### src/rtl/scch_regs.svh
// Constants of the serial configuration command handler.
// Assumes inclusion by bare name from the design files.
`ifndef SCCH_REGS_SVH
`define SCCH_REGS_SVH
// Command numbers
`define SCCH_CMD_RESET 8'h00
`define SCCH_CMD_GETERR 8'h42
`define SCCH_CMD_NORM 8'h46
`define SCCH_CMD_SETTX 8'h80
`define SCCH_CMD_GETTX 8'h81
`define SCCH_CMD_WRITE_BITRATE_CODE 8'h82
`define SCCH_CMD_READ_BITRATE_CODE 8'h83
`define SCCH_CMD_SETSLOW 8'h86
`define SCCH_CMD_GETSLOW 8'h87
`define SCCH_CMD_SETSPEC 8'h88
`define SCCH_CMD_GETSPEC 8'h89
`define SCCH_CMD_SETRATE 8'h8a
`define SCCH_CMD_GETRATE 8'h8b
// Result codes
`define SCCH_ERR_CLEAR 8'h00
`define SCCH_ERR_OK 8'ha0
`define SCCH_ERR_OKX 8'ha1
`define SCCH_ERR_NOCMD 8'h40
`define SCCH_ERR_BITS 8'h53
`define SCCH_ERR_BIG 8'h54
`define SCCH_ERR_SMALL 8'h55
`define SCCH_ERR_RELBIG 8'h58
`define SCCH_ERR_BLOCK 8'h71
`define SCCH_ERR_NOJMP 8'h73
// Field positions
`define SCCH_TX_HS 7
`define SCCH_TX_LONG 3
`define SCCH_SP_SLOW 0
`define SCCH_SP_FIR 2
`define SCCH_SP_SEL 3
`define SCCH_SP_AUTOF 4
`define SCCH_SP_ABS 10
`define SCCH_SP_WMASK 16'hc73d
// Reset values
`define SCCH_TX_RST 8'h08
`define SCCH_BAUD_RST 8'h03
`define SCCH_SLOW_RST 16'h0001
`define SCCH_SPEC_RST 16'h0010
`define SCCH_AVG_RST 6'h01
`define SCCH_RATE_RST 16'h0014
// Limits, frames, timing
`define SCCH_AVG_MAX 6'h0b
`define SCCH_BAUD_MAX 8'h0b
`define SCCH_BAUD_CFG 4'h3
`define SCCH_SHORT_PFX 8'ha5
`define SCCH_LONG_PFX 8'ha6
`define SCCH_SHORT_LEN 3'h3
`define SCCH_LONG_LEN 3'h5
`define SCCH_PF_LO_X100 1428
`define SCCH_PF_MID 1250
`define SCCH_PF_LO_FIR 30
`define SCCH_PF_MID_FIR 2142
`define SCCH_CLK_NS 20
`define SCCH_SEC_NS 1000000000
`endif

### src/rtl/scch_pkg.sv
// Types of the serial configuration command handler.
// Assumes scch_regs.svh for numeric constants.
package scch_pkg;
  typedef enum logic [1:0] {
    ST_IDLE = 2'h0, ST_PARAM = 2'h1, ST_EXEC = 2'h2, ST_SEND = 2'h3
  } scch_state_t;
  typedef struct packed {
    scch_state_t st;
    logic [7:0] cmd, err, txf, baud, tx_d;
    logic [1:0] need, pf;
    logic [23:0] par;
    logic [39:0] obuf;
    logic [2:0] cnt, jp_s, wb_s, cts_s;
    logic jp, wb, cts, pend, rx_rdy, rts_n, tx_v, norm;
    logic [15:0] slow, spec, rate, peak, last, secs;
    logic [5:0] avg;
    logic [25:0] sub;
    logic [3:0] bsel;
  } scch_core_t;
endpackage : scch_pkg

### src/rtl/scch_top.sv
// Command handler and its output FIFO.
// Assumes byte streams from/to a UART on clk; pins are asynchronous.
`include "scch_regs.svh"
`timescale 1ns/1ps
`default_nettype none

module scch_fifo #(
  parameter int W = 8,
  parameter int D = 16
) (
  input wire logic clk,
  input wire logic sys_rst,
  input wire logic in_valid,
  input wire logic [W-1:0] in_data,
  output logic in_ready,
  output logic out_valid,
  output logic [W-1:0] out_data,
  input wire logic out_ready
);
  localparam int AW = $clog2(D);
  typedef struct packed {
    logic [D-1:0][W-1:0] mem;
    logic [AW:0] cnt;
    logic [AW-1:0] rd;
  } scch_fifo_t;
  scch_fifo_t q, d;
  logic push, pop;
  logic [AW-1:0] wr;

  always_comb begin
    in_ready = q.cnt != (AW+1)'(D);
    out_valid = q.cnt != '0;
    out_data = q.mem[q.rd];
    push = in_valid && in_ready;
    pop = out_valid && out_ready;
    wr = q.rd + q.cnt[AW-1:0];
    d = q;
    if (push) begin
      d.mem[wr] = in_data;
    end
    if (pop) begin
      d.rd = q.rd + 1'b1;
    end
    d.cnt = q.cnt + (AW+1)'(push) - (AW+1)'(pop);
    if (sys_rst) begin
      d.cnt = '0;
      d.rd = '0;
    end
  end

  always_ff @(posedge clk) begin
    q <= d;
  end
endmodule : scch_fifo

// Summary of operation
// - Command 70 starts scale calculation; channel 0, gain one, micro-strain.
// - Protocol-mode write 128 accepted only with configuration jumper fitted.
// - Protocol bit 3 picks five-byte (set) or three-byte measurement frame.
// - Short frame: prefix byte then 16-bit value, high byte first.
// - Protocol bit 7 enables RTS/CTS flow control where hardware supports it.
// - Command 129 returns handshake, frame length, write-block, jumper bits.
// - Write-block flag reads zero with write access, one when blocked.
// - Command 130 takes bitrate code 0 to 11.
// - Bitrate changes only with jumper; host follows power-cycle procedure.
// - Jumper fitted forces 38400 bit/s; stored code applies once removed.
// - Bitrate change refused when output data rate is too high.
// - Command 131 returns bitrate code as one byte.
// - Command 134 takes two-byte slow period, high first, 1 to 65535.
// - Command 135 returns slow period as two bytes.
// - Feature bit 8 commits changes at once; bit 9 selects English.
// - Feature bit 10 in maximum mode sends peak of absolute value.
// - Feature bit 1 reads averaging count above one; bit 2 enables FIR.
// - Feature bit 0 sends at slow period, ignoring other rates.
// - Selective bit in maximum mode sends only new maxima.
// - Auto prefilter picks low, middle or high band from data rate.
// - FIR order bit: second order when clear, fifth order when set.
// - Command 138 takes averaging count then rate high, low; count 1-11.
// - Every command but last-error query overwrites the error register.
// - Refusal for missing jumper leaves access-denied code.
module scch_top #(
  parameter int unsigned SLOW_UNIT_CYC = `SCCH_SEC_NS / `SCCH_CLK_NS
) (
  input wire logic clk,
  input wire logic sys_rst,
  input wire logic rx_valid,
  input wire logic [7:0] rx_data,
  output logic rx_ready,
  output logic tx_valid,
  output logic [7:0] tx_data,
  input wire logic tx_ready,
  input wire logic cts_n_pin,
  output logic rts_n,
  input wire logic config_jumper,
  input wire logic write_block_pin,
  input wire logic meas_valid,
  input wire logic [15:0] meas_value,
  input wire logic max_mode,
  output logic norm_start,
  output logic [3:0] link_bitrate_code,
  output logic [7:0] protocol_flags,
  output logic [15:0] feature_flags,
  output logic [5:0] conv_avg_count,
  output logic [15:0] conv_rate,
  output logic [1:0] prefilter_sel
);
  import scch_pkg::*;

  // ----------------------------------------
  // Helpers
  // ----------------------------------------
  function automatic logic [1:0] nparams(input logic [7:0] c);
    case (c)
      `SCCH_CMD_SETTX, `SCCH_CMD_WRITE_BITRATE_CODE: nparams = 2'h1;
      `SCCH_CMD_SETSLOW, `SCCH_CMD_SETSPEC: nparams = 2'h2;
      `SCCH_CMD_SETRATE: nparams = 2'h3;
      default: nparams = 2'h0;
    endcase
  endfunction : nparams

  function automatic logic [31:0] baud_bps(input logic [3:0] c);
    case (c)
      4'h0: baud_bps = 32'h000012c0;
      4'h1: baud_bps = 32'h00002580;
      4'h2: baud_bps = 32'h00004b00;
      4'h3: baud_bps = 32'h00009600;
      4'h4: baud_bps = 32'h0000e100;
      4'h5: baud_bps = 32'h0001c200;
      4'h6: baud_bps = 32'h0003d090;
      4'h7: baud_bps = 32'h00098968;
      4'h8: baud_bps = 32'h001312d0;
      4'h9: baud_bps = 32'h00038400;
      4'ha: baud_bps = 32'h00070800;
      default: baud_bps = 32'h000e1000;
    endcase
  endfunction : baud_bps

  // ----------------------------------------
  // State
  // ----------------------------------------
  scch_core_t q, d;
  logic acc, launch, room, f_in_ready, f_out_valid, f_pop;
  logic [7:0] f_out_data;
  logic signed [15:0] v;
  logic newmax, long_f, cts_ok, wdone;
  logic [31:0] r32, c32, need_bps;

  scch_fifo #(.W(8), .D(16)) u_fifo (
    .clk(clk),
    .sys_rst(sys_rst),
    .in_valid(q.st == ST_SEND),
    .in_data(q.obuf[39:32]),
    .in_ready(f_in_ready),
    .out_valid(f_out_valid),
    .out_data(f_out_data),
    .out_ready(f_pop)
  );

  always_comb begin
    d = q;
    d.norm = 1'b0;
    // Level is adopted from the third flop when second and third agree; first flop is read only by the second
    d.jp_s = {q.jp_s[1:0], config_jumper};
    d.wb_s = {q.wb_s[1:0], write_block_pin};
    d.cts_s = {q.cts_s[1:0], ~cts_n_pin};
    if (q.jp_s[1] == q.jp_s[2]) d.jp = q.jp_s[2];
    if (q.wb_s[1] == q.wb_s[2]) d.wb = q.wb_s[2];
    if (q.cts_s[1] == q.cts_s[2]) d.cts = q.cts_s[2];
    long_f = q.txf[`SCCH_TX_LONG];
    acc = rx_valid && q.rx_rdy;
    room = f_in_ready;
    wdone = 1'b0;
    launch = (q.st == ST_IDLE) && !acc && q.pend && room;
    r32 = 32'(q.rate);
    c32 = 32'(q.avg);
    need_bps = 32'(q.rate) * (long_f ? 32'h5 : 32'h3) * 32'h5;

    // ----------------------------------------
    // Measurement selection
    // ----------------------------------------
    v = $signed(meas_value);
    if (q.spec[`SCCH_SP_ABS] && max_mode && v < 0) v = -v;
    newmax = max_mode && (v > $signed(q.peak));
    if (meas_valid && newmax) d.peak = v;
    if (launch) d.pend = 1'b0;
    if (meas_valid) begin
      d.last = (max_mode && !newmax) ? q.peak : v;
      if (!q.spec[`SCCH_SP_SLOW] && (!(q.spec[`SCCH_SP_SEL] && max_mode)
          || newmax)) begin
        d.pend = 1'b1;
      end
    end
    // Slow mode: whole seconds counted, other rates ignored
    d.sub = q.sub + 26'h1;
    if (q.sub == 26'(SLOW_UNIT_CYC - 1)) begin
      d.sub = '0;
      d.secs = q.secs + 16'h1;
      if (q.secs + 16'h1 >= q.slow) begin
        d.secs = '0;
        if (q.spec[`SCCH_SP_SLOW]) d.pend = 1'b1;
      end
    end

    // ----------------------------------------
    // Command sequencer
    // ----------------------------------------
    case (q.st)
      ST_IDLE: begin
        if (acc) begin
          d.cmd = rx_data;
          d.need = nparams(rx_data);
          d.st = (nparams(rx_data) == 2'h0) ? ST_EXEC : ST_PARAM;
        end else if (launch) begin
          d.st = ST_SEND;
          if (long_f) begin
            d.obuf = {`SCCH_LONG_PFX, {16{q.last[15]}}, q.last};
            d.cnt = `SCCH_LONG_LEN;
          end else begin
            d.obuf = {`SCCH_SHORT_PFX, q.last, 16'h0};
            d.cnt = `SCCH_SHORT_LEN;
          end
        end
      end
      ST_PARAM: begin
        if (acc) begin
          d.par = {q.par[15:0], rx_data};
          d.need = q.need - 2'h1;
          if (q.need == 2'h1) d.st = ST_EXEC;
        end
      end
      ST_EXEC: begin
        d.cnt = 3'h0;
        d.err = `SCCH_ERR_OK;
        wdone = 1'b0;
        case (q.cmd)
          `SCCH_CMD_RESET: d.err = `SCCH_ERR_CLEAR;
          `SCCH_CMD_GETERR: begin
            d.err = q.err;
            d.obuf = {q.err, 32'h0};
            d.cnt = 3'h1;
          end
          `SCCH_CMD_NORM: begin
            if (q.wb) d.err = `SCCH_ERR_BLOCK;
            else begin
              d.norm = 1'b1;
              d.err = `SCCH_ERR_OKX;
            end
          end
          `SCCH_CMD_SETTX: begin
            if (q.wb) d.err = `SCCH_ERR_BLOCK;
            else if (!q.jp) d.err = `SCCH_ERR_NOJMP;
            else d.txf = q.par[7:0] & 8'h88;
          end
          `SCCH_CMD_GETTX: begin
            d.obuf = {q.txf[7], 2'h0, q.wb, q.txf[3], 2'h0, q.jp,
                      32'h0};
            d.cnt = 3'h1;
          end
          `SCCH_CMD_WRITE_BITRATE_CODE: begin
            if (q.wb) d.err = `SCCH_ERR_BLOCK;
            else if (!q.jp) d.err = `SCCH_ERR_NOJMP;
            else if (q.par[7:0] > `SCCH_BAUD_MAX) d.err = `SCCH_ERR_BIG;
            else if (need_bps > baud_bps(q.par[3:0]) * c32) begin
              d.err = `SCCH_ERR_RELBIG;
            end else d.baud = q.par[7:0];
          end
          `SCCH_CMD_READ_BITRATE_CODE: begin
            d.obuf = {q.baud, 32'h0};
            d.cnt = 3'h1;
          end
          `SCCH_CMD_SETSLOW: begin
            if (q.wb) d.err = `SCCH_ERR_BLOCK;
            else if (q.par[15:0] == 16'h0) d.err = `SCCH_ERR_SMALL;
            else d.slow = q.par[15:0];
          end
          `SCCH_CMD_GETSLOW: begin
            d.obuf = {q.slow, 24'h0};
            d.cnt = 3'h2;
          end
          `SCCH_CMD_SETSPEC: begin
            if (q.wb) d.err = `SCCH_ERR_BLOCK;
            else d.spec = (q.par[15:0] & `SCCH_SP_WMASK) |
                          (q.spec & ~`SCCH_SP_WMASK);
          end
          `SCCH_CMD_GETSPEC: begin
            d.obuf = {q.spec[15:2], q.avg > 6'h1, q.spec[0], 24'h0};
            d.cnt = 3'h2;
          end
          `SCCH_CMD_SETRATE: begin
            if (q.wb) d.err = `SCCH_ERR_BLOCK;
            else if (q.par[23:22] != 2'h3) d.err = `SCCH_ERR_BITS;
            else if (q.par[21:16] == 6'h0) d.err = `SCCH_ERR_SMALL;
            else if (q.par[21:16] > `SCCH_AVG_MAX) d.err = `SCCH_ERR_BIG;
            else wdone = 1'b1;
            if (wdone) begin
              d.avg = q.par[21:16];
              d.rate = q.par[15:0];
            end
          end
          `SCCH_CMD_GETRATE: begin
            d.obuf = {2'h3, q.avg, q.rate, 16'h0};
            d.cnt = 3'h3;
          end
          default: d.err = `SCCH_ERR_NOCMD;
        endcase
        d.st = (d.cnt == 3'h0) ? ST_IDLE : ST_SEND;
      end
      ST_SEND: begin
        if (room) begin
          d.obuf = {q.obuf[31:0], 8'h0};
          d.cnt = q.cnt - 3'h1;
          if (q.cnt == 3'h1) d.st = ST_IDLE;
        end
      end
      default: d.st = ST_IDLE;
    endcase

    // ----------------------------------------
    // Link side and derived settings
    // ----------------------------------------
    // Flow control stalls the drain, so the FIFO fills and stalls the host
    cts_ok = !q.txf[`SCCH_TX_HS] || q.cts;
    f_pop = !q.tx_v || (tx_ready && cts_ok);
    if (f_pop) begin
      d.tx_v = f_out_valid;
      d.tx_d = f_out_data;
    end
    d.rx_rdy = (d.st == ST_IDLE) || (d.st == ST_PARAM);
    d.rts_n = q.txf[`SCCH_TX_HS] ? !d.rx_rdy : 1'b0;
    d.bsel = q.jp ? `SCCH_BAUD_CFG : q.baud[3:0];
    if (q.spec[`SCCH_SP_AUTOF]) begin
      if (q.spec[`SCCH_SP_FIR]) begin
        d.pf = (r32 <= `SCCH_PF_LO_FIR * c32) ? 2'h0 :
               (r32 < `SCCH_PF_MID_FIR * c32) ? 2'h1 : 2'h2;
      end else begin
        d.pf = (r32 * 100 <= `SCCH_PF_LO_X100 * c32) ? 2'h0 :
               (r32 < `SCCH_PF_MID * c32) ? 2'h1 : 2'h2;
      end
    end
    if (sys_rst) begin
      d = '0;
      d.rts_n = 1'b1;
      d.txf = `SCCH_TX_RST;
      d.baud = `SCCH_BAUD_RST;
      d.bsel = `SCCH_BAUD_CFG;
      d.slow = `SCCH_SLOW_RST;
      d.spec = `SCCH_SPEC_RST;
      d.avg = `SCCH_AVG_RST;
      d.rate = `SCCH_RATE_RST;
    end
  end

  always_ff @(posedge clk) begin
    q <= d;
  end

  assign rx_ready = q.rx_rdy;
  assign tx_valid = q.tx_v;
  assign tx_data = q.tx_d;
  assign rts_n = q.rts_n;
  assign norm_start = q.norm;
  assign link_bitrate_code = q.bsel;
  assign protocol_flags = q.txf;
  assign feature_flags = q.spec;
  assign conv_avg_count = q.avg;
  assign conv_rate = q.rate;
  assign prefilter_sel = q.pf;
endmodule : scch_top
`default_nettype wire

### config.mk
export PLATFORM = sky130hd
export DESIGN_NAME = scch_top
export DESIGN_NICKNAME = d
export VERILOG_FILES = /design/src/rtl/scch_pkg.sv /design/src/rtl/scch_top.sv
export VERILOG_INCLUDE_DIRS = /design/src /design/src/rtl
export SDC_FILE = /design/constraint.sdc
export NUM_CORES = 1
export LEC_CHECK = 0
export BUFFER_PORTS_ARGS = -buffer_cell sky130_fd_sc_hd__buf_2
export CORE_MARGIN = 2
export CORE_UTILIZATION = 48
export CTS_BUF_LIST = sky130_fd_sc_hd__clkbuf_16
export CTS_CLUSTER_DIAMETER = 30
export DETAILED_ROUTE_END_ITERATION = 10
export HOLD_SLACK_MARGIN = 0.1
export SLEW_MARGIN = 15
export SYNTH_ARGS = -nofsm -noshare
export SYNTH_HDL_FRONTEND = slang
export SYNTH_SLANG_ARGS = --single-unit
### constraint.sdc
create_clock -name clk -period 16.13 [get_ports clk]
set_clock_uncertainty 0.05 [all_clocks]
set_input_delay 1.613 -clock clk [delete_from_list [all_inputs] [get_ports clk]]
set_output_delay 1.613 -clock clk [all_outputs]
set_load 0.01 [all_outputs]
==> results.sh, run 1 <==
export IMPL_die_area_um2=64010
export IMPL_initial_core_util=0.4841
export IMPL_hp_start="q[4]"
export IMPL_p_seq_frac=0.350
export IMPL_ir_worst_vdd_v=0.00007816
export IMPL_post_cts_resized=0
export IMPL_drt_iter0_drc=1543
export IMPL_worst_setup_path_end_kind="flip-flop"
export IMPL_cp_slowest_cell="dfxtp_1"
export IMPL_hold_viol_final=0
export IMPL_syn_area_per_cell_um2=9.198
export IMPL_antennaDiodeCount=0
export IMPL_cp_required_ns=16.60
export IMPL_postRouteAntennaNets=0
export IMPL_synth_top_cell_by_area="dfxtp_1"
export IMPL_vias=23500
export IMPL_die_y_um=253.0
export IMPL_final_net_count=3763
export IMPL_rsz0062_at_grt="no"
export IMPL_run_status="finished, final reports clean"
export IMPL_io_buffer_count=84
export IMPL_path_max_fanout=19
export IMPL_p_sw_mw=0.9503
export IMPL_criticalPathCategory="reg2reg"
export IMPL_grt_pass1_vias=23280
export IMPL_root_buffer="clkbuf_16"
export IMPL_yosys_warnings=0
export IMPL_synth_area_leaders="dfxtp_1 (19%), ha_1 (15%), edfxtp_1 (13%)"
export IMPL_slowest_delay_ns=0.66
export IMPL_dpl_hpwl_um=59870
export IMPL_place_gp_congestion=0.9181
export IMPL_rows=91
export IMPL_coreArea_um2=61480
export IMPL_internal_power_mw=2.469
export IMPL_cts_path_max_buffers=3
export IMPL_synth_top_cell_area_share=0.1856
export IMPL_grt_pass1_wl_um=127400
export IMPL_hp_class="reg2reg"
export IMPL_cts_made_buffers=87
export IMPL_final_max_slew_viol_count=0
export IMPL_power_density_nw_per_um2=102.3
export IMPL_die_x_um=253.0
export IMPL_grt_max_degree=102
export IMPL_layout_drive_gt1_share=0.1033
export IMPL_max_freq_mhz=134.5
export IMPL_via_per_inst=5.704
export IMPL_clk_latency_ns=0.63
export IMPL_fin_util=0.5436
export IMPL_synth_distinct_cells=82
export IMPL_cts_clk_slew_worst_paths_ns=0.05
export IMPL_yosysSeqAreaShare=0.3148
export IMPL_layout_common_cells="ha_1 (366), nand2_1 (345), inv_1 (313)"
export IMPL_period_needed_ns=7.437
export IMPL_ys_async_sr_fraction=0
export IMPL_grt_ovfl_total=0
export IMPL_ios=97
export IMPL_drv_cap=0
export IMPL_setup_viol=0
export IMPL_setup_worst_path_start="protocol_flags[3]"
export IMPL_synth_edf_count=128
export IMPL_cts_tree="yes"
export IMPL_finalSetupTns_ns=0
export IMPL_synthToLayoutAreaGrowth_pct=12.30
export IMPL_post_cts_buffers=0
export IMPL_period_share=0.4611
export IMPL_arrival_ns=7.91
export IMPL_power_leakage_nw=15.05
export IMPL_yosys_most_used_dff="dfxtp_1"
export IMPL_layout_commonest_cell="ha_1"
export IMPL_netlist_area_um2=29760
export IMPL_start_kind="flip-flop"
export IMPL_relSlewSlack=0.2012
export IMPL_synth_seq_cells=404
export IMPL_drc=0
export IMPL_cts_hold_buffers=0
export IMPL_post_drt_wl_per_cell_um=19.54
export IMPL_comb_power_share=0.139
export IMPL_worstMarginPinSlew_ns=1.189
export IMPL_p_sw_frac=0.2779
export IMPL_firstDrtPassIters=6
export IMPL_synth_cells=3236
export IMPL_cts_max_level=3
export IMPL_cts_sinks=404
export IMPL_nFillCells=5522
export IMPL_clkPwrFrac=0.511
export IMPL_r2r_start="protocol_flags[3]"
export IMPL_track_usage=0.2527
export IMPL_postRouteWirelength_um=80530
export IMPL_antenna_found_initial=1
[synth_stat cells, drive strengths merged (34+ instances only)]
library cell  number
a211oi            55
a21o              56
a21oi            201
and2              36
buf               80
clkbuf           110
dfxtp            276
edfxtp           128
fa               107
ha               366
inv              302
mux2              34
mux2i             64
mux4              34
nand2            345
nand2b            37
nand3             70
nor2             260
nor3              60
o21ai            102
xnor2             78
xor2              62
[registers in the layout, summed over array words and instances (netlist names), 2 cells and up, named ones only]
register           flops
q                    198
u_fifo.q             137
conv_rate             16
feature_flags         10
tx_data                8
conv_avg_count         6
link_bitrate_code      4
prefilter_sel          2
protocol_flags         2
[cell families after synthesis]
kind of cell               synth area share
AOI/OAI and AO/OA                    0.1353
xor gates and xnor gates            0.04120
adders and majority gates            0.2262
buffers and inverters               0.07025
DFF                                  0.3148
muxes                               0.06011
other                             0.0001260
and+or+nand+nor                      0.1521
[metrics by stage]
step	std cells	hold WS (ns)	cell area, um^2	power [mW]	setup slack, ns
3_3_place_gp	3958	0.3690	30480	1.674	8.903
3_5_place_dp	3958	0.3752	30480	1.693	8.794
5_1_grt	4120	0.4075	33420	3.559	7.968
4_1_cts	4120	0.3880	33420	3.445	8.773
2_1_floorplan	3247	0.3629	29800	1.567	9.292
6_report	4120	0.3855	33420	3.419	8.693
[path summary, 6_finish.rpt]
check | end | slack [ns] | depth (start not counted)
worst max register to register | q[235] | 8.69 | 28
worst min-delay path | q[4] | 0.39 | 1
worst min register to register | q[4] | 0.39 | 1
worst max-delay path | q[235] | 8.69 | 28
[worst max-delay path: cells and delay by family, from the launching register on]
family          cells  cell delay, ns
buf+inv             1            0.06
compound gates     13            2.80
mux                 1            0.40
flops               1            0.66
fa+ha+maj           5            1.57
simple gates        6            1.43
xor+xnor            2            0.38
[routing by layer]
metal / global-route usage / part of all wire / vias to the layer above
li1: - / - / 11320
met3: 0.04708 / 0.052 / 124
met5: 0 / 0.000099 / -
met2: 0.4125 / 0.47 / 579
met1: 0.3399 / 0.46 / 11480
met4: 0.07760 / 0.025 / 2
[area by class of cell]
class	count	area [um^2]	area share
Clock buffer	88	2202	0.06589
Sequential cell	404	9370	0.2804
Clock inverter	74	742.0	0.02220
Tap cell	790	988.4	0.02957
Multi-Input combinational cell	2350	18350	0.5491
Timing Repair Buffer	111	629.4	0.01883
Inverter	303	1137	0.03403
[power by group through the flow]
stage          clock network [mW]  logic, mW  registers [mW]
6_report                     1.75      0.475            1.20
5_1_grt                      1.82      0.529            1.21
4_1_cts                      1.77      0.479            1.20
3_5_place_dp                    0      0.477            1.22
3_3_place_gp                    0      0.463            1.21
2_1_floorplan                   0      0.379            1.19
Note: power is estimated with default switching activity, not from simulation.
==> run 2: changes to the inputs <==
clock period = 7.5 ns   (was 16.13 ns; I/O delays follow)
==> results.sh, run 2 (synthesis gave the netlist of run 1 again) <==
export IMPL_run_status="finished, final reports clean"
export IMPL_die_y_um=253.0
export IMPL_die_area_um2=64010
export IMPL_cts_max_level=3
export IMPL_layout_drive_gt1_share=0.1101
export IMPL_largest_reg_flops=198
export IMPL_synthToLayoutAreaGrowth_pct=13.46
export IMPL_period_needed_ns=6.828
export IMPL_start_kind="flip-flop"
export IMPL_clk_latency_ns=0.64
export IMPL_root_buffer="clkbuf_16"
export IMPL_post_cts_resized=0
export IMPL_post_drt_wl_per_cell_um=19.61
export IMPL_cts_tree="yes"
export IMPL_cpLargestDelayFamily="compound AO/OA/AOI/OAI gates"
export IMPL_grt_pass1_wl_um=127600
export IMPL_ir_worst_vdd_v=0.0001656
export IMPL_drv_cap=0
export IMPL_period_share=0.9104
export IMPL_hold_viol_final=0
export IMPL_whs_ns=0.2086
export IMPL_hp_class="in2reg"
export IMPL_cp_slowest_cell="nor3_1"
export IMPL_max_freq_mhz=146.5
export IMPL_internal_power_mw=5.569
export IMPL_firstDrtPassIters=7
export IMPL_routed_top_layer="met4"
export IMPL_cts_path_max_buffers=3
export IMPL_worst_setup_path_end_kind="flip-flop"
export IMPL_p_sw_frac=0.2732
export IMPL_grt_max_degree=93
export IMPL_finalSetupTns_ns=0
export IMPL_cts_clk_slew_worst_paths_ns=0.05
export IMPL_met2_length_um=38140
export IMPL_regMostFlops="q"
export IMPL_path_max_fanout=23
export IMPL_postRouteAntennaNets=0
export IMPL_antenna_found_initial=1
export IMPL_antennaDiodeCount=0
export IMPL_layout_common_cells="ha_1 (366), nand2_1 (345), inv_1 (307)"
export IMPL_criticalPathCategory="reg2reg"
export IMPL_nFillCells=5491
export IMPL_via_per_inst=5.665
export IMPL_final_max_slew_viol_count=0
export IMPL_dpl_hpwl_um=60310
export IMPL_clkPwrFrac=0.530
export IMPL_fin_total_pwr_mw=7.662
export IMPL_grt_ovfl_total=0
export IMPL_setup_viol=0
export IMPL_die_x_um=253.0
export IMPL_wl_met1_um=36620
export IMPL_postPlaceCellArea_um2=30570
export IMPL_postRouteWirelength_um=81030
export IMPL_cp_required_ns=7.95
export IMPL_relSlewSlack=0.2487
export IMPL_coreArea_um2=61480
export IMPL_p_seq_frac=0.336
export IMPL_post_cts_buffers=0
export IMPL_track_usage=0.2539
export IMPL_place_gp_congestion=0.9029
export IMPL_worstMarginPinSlew_ns=1.120
export IMPL_final_area_um2=33770
export IMPL_comb_power_share=0.133
export IMPL_ios=97
export IMPL_initial_core_util=0.4841
export IMPL_drc=0
export IMPL_rows=91
export IMPL_r2r_slack_ns=0.67
export IMPL_layout_commonest_cell="ha_1"
export IMPL_cts_hold_buffers=0
export IMPL_slowest_delay_ns=0.38
export IMPL_cts_made_buffers=88
export IMPL_cp_common_cell="ha_1"
export IMPL_rsz0062_at_grt="no"
export IMPL_final_net_count=3775
export IMPL_power_density_nw_per_um2=226.9
export IMPL_crit_buf_inv=1
export IMPL_drt_iter0_drc=1511
export IMPL_grt_pass1_vias=23270
export IMPL_io_buffer_count=84
export IMPL_wl_met3_um=4207
export IMPL_vias=23410
export IMPL_arrival_ns=7.28
export IMPL_cts_sinks=404
export IMPL_power_leakage_nw=15.19
export IMPL_p_sw_mw=2.093
run 2: final timing paths:
kind	end	startpoint	cells after the start
min reg2reg	q[4]	q[4]	1
max	q[249]	protocol_flags[3]	28
max reg2reg	q[249]	protocol_flags[3]	28
min	q[140]	cts_n_pin	2
run 2: layout make-up:
class	count	area, um^2	share of cell area
multi-input combinational	2350	18380	0.5441
sequential	404	9371	0.2775
clock buffer	88	2202	0.06521
inverter	303	1137	0.03368
tap	790	988.4	0.02927
clock inverter	75	983.4	0.02912
timing repair buffer	122	711.9	0.02108
run 2: worst register-to-register path, delay by kind of cell, from the launching register on:
family / cells / cell delay, ns
AND/OR/NAND/NOR: 6 / 1.44
buffers and inverters: 1 / 0.24
XOR/XNOR: 2 / 0.44
adder cells (fa/ha/maj): 5 / 1.37
multiplexers: 1 / 0.36
AO/OA/AOI/OAI: 13 / 2.48
flip-flops: 1 / 0.35
run 2: stage by stage:
stage	utilization	setup slack, ns	std cells
detailed placement	0.4972	0.4272	3969
global route	0.5492	0.07590	4132
global placement	0.4972	0.4989	3969
finish	0.5492	0.6718	4132
CTS	0.5490	0.3745	4132
floorplan	-	0.6619	3247
run 2: power by group through the flow:
stage / registers, mW / clock network, mW / logic, mW
2_1_floorplan: 2.55 / 0 / 0.815
3_3_place_gp: 2.60 / 0 / 0.997
3_5_place_dp: 2.62 / 0 / 1.02
4_1_cts: 2.58 / 4.12 / 1.03
5_1_grt: 2.59 / 4.23 / 1.14
6_report: 2.58 / 4.06 / 1.02
run 2: routing by layer:
| layer | vias to the layer above | track usage |
|---|---|---|
| li1 | 11350 | - |
| met1 | 11320 | 0.3412 |
| met2 | 599 | 0.4190 |
| met3 | 135 | 0.03906 |
| met4 | 0 | 0.08216 |
| met5 | - | 0 |
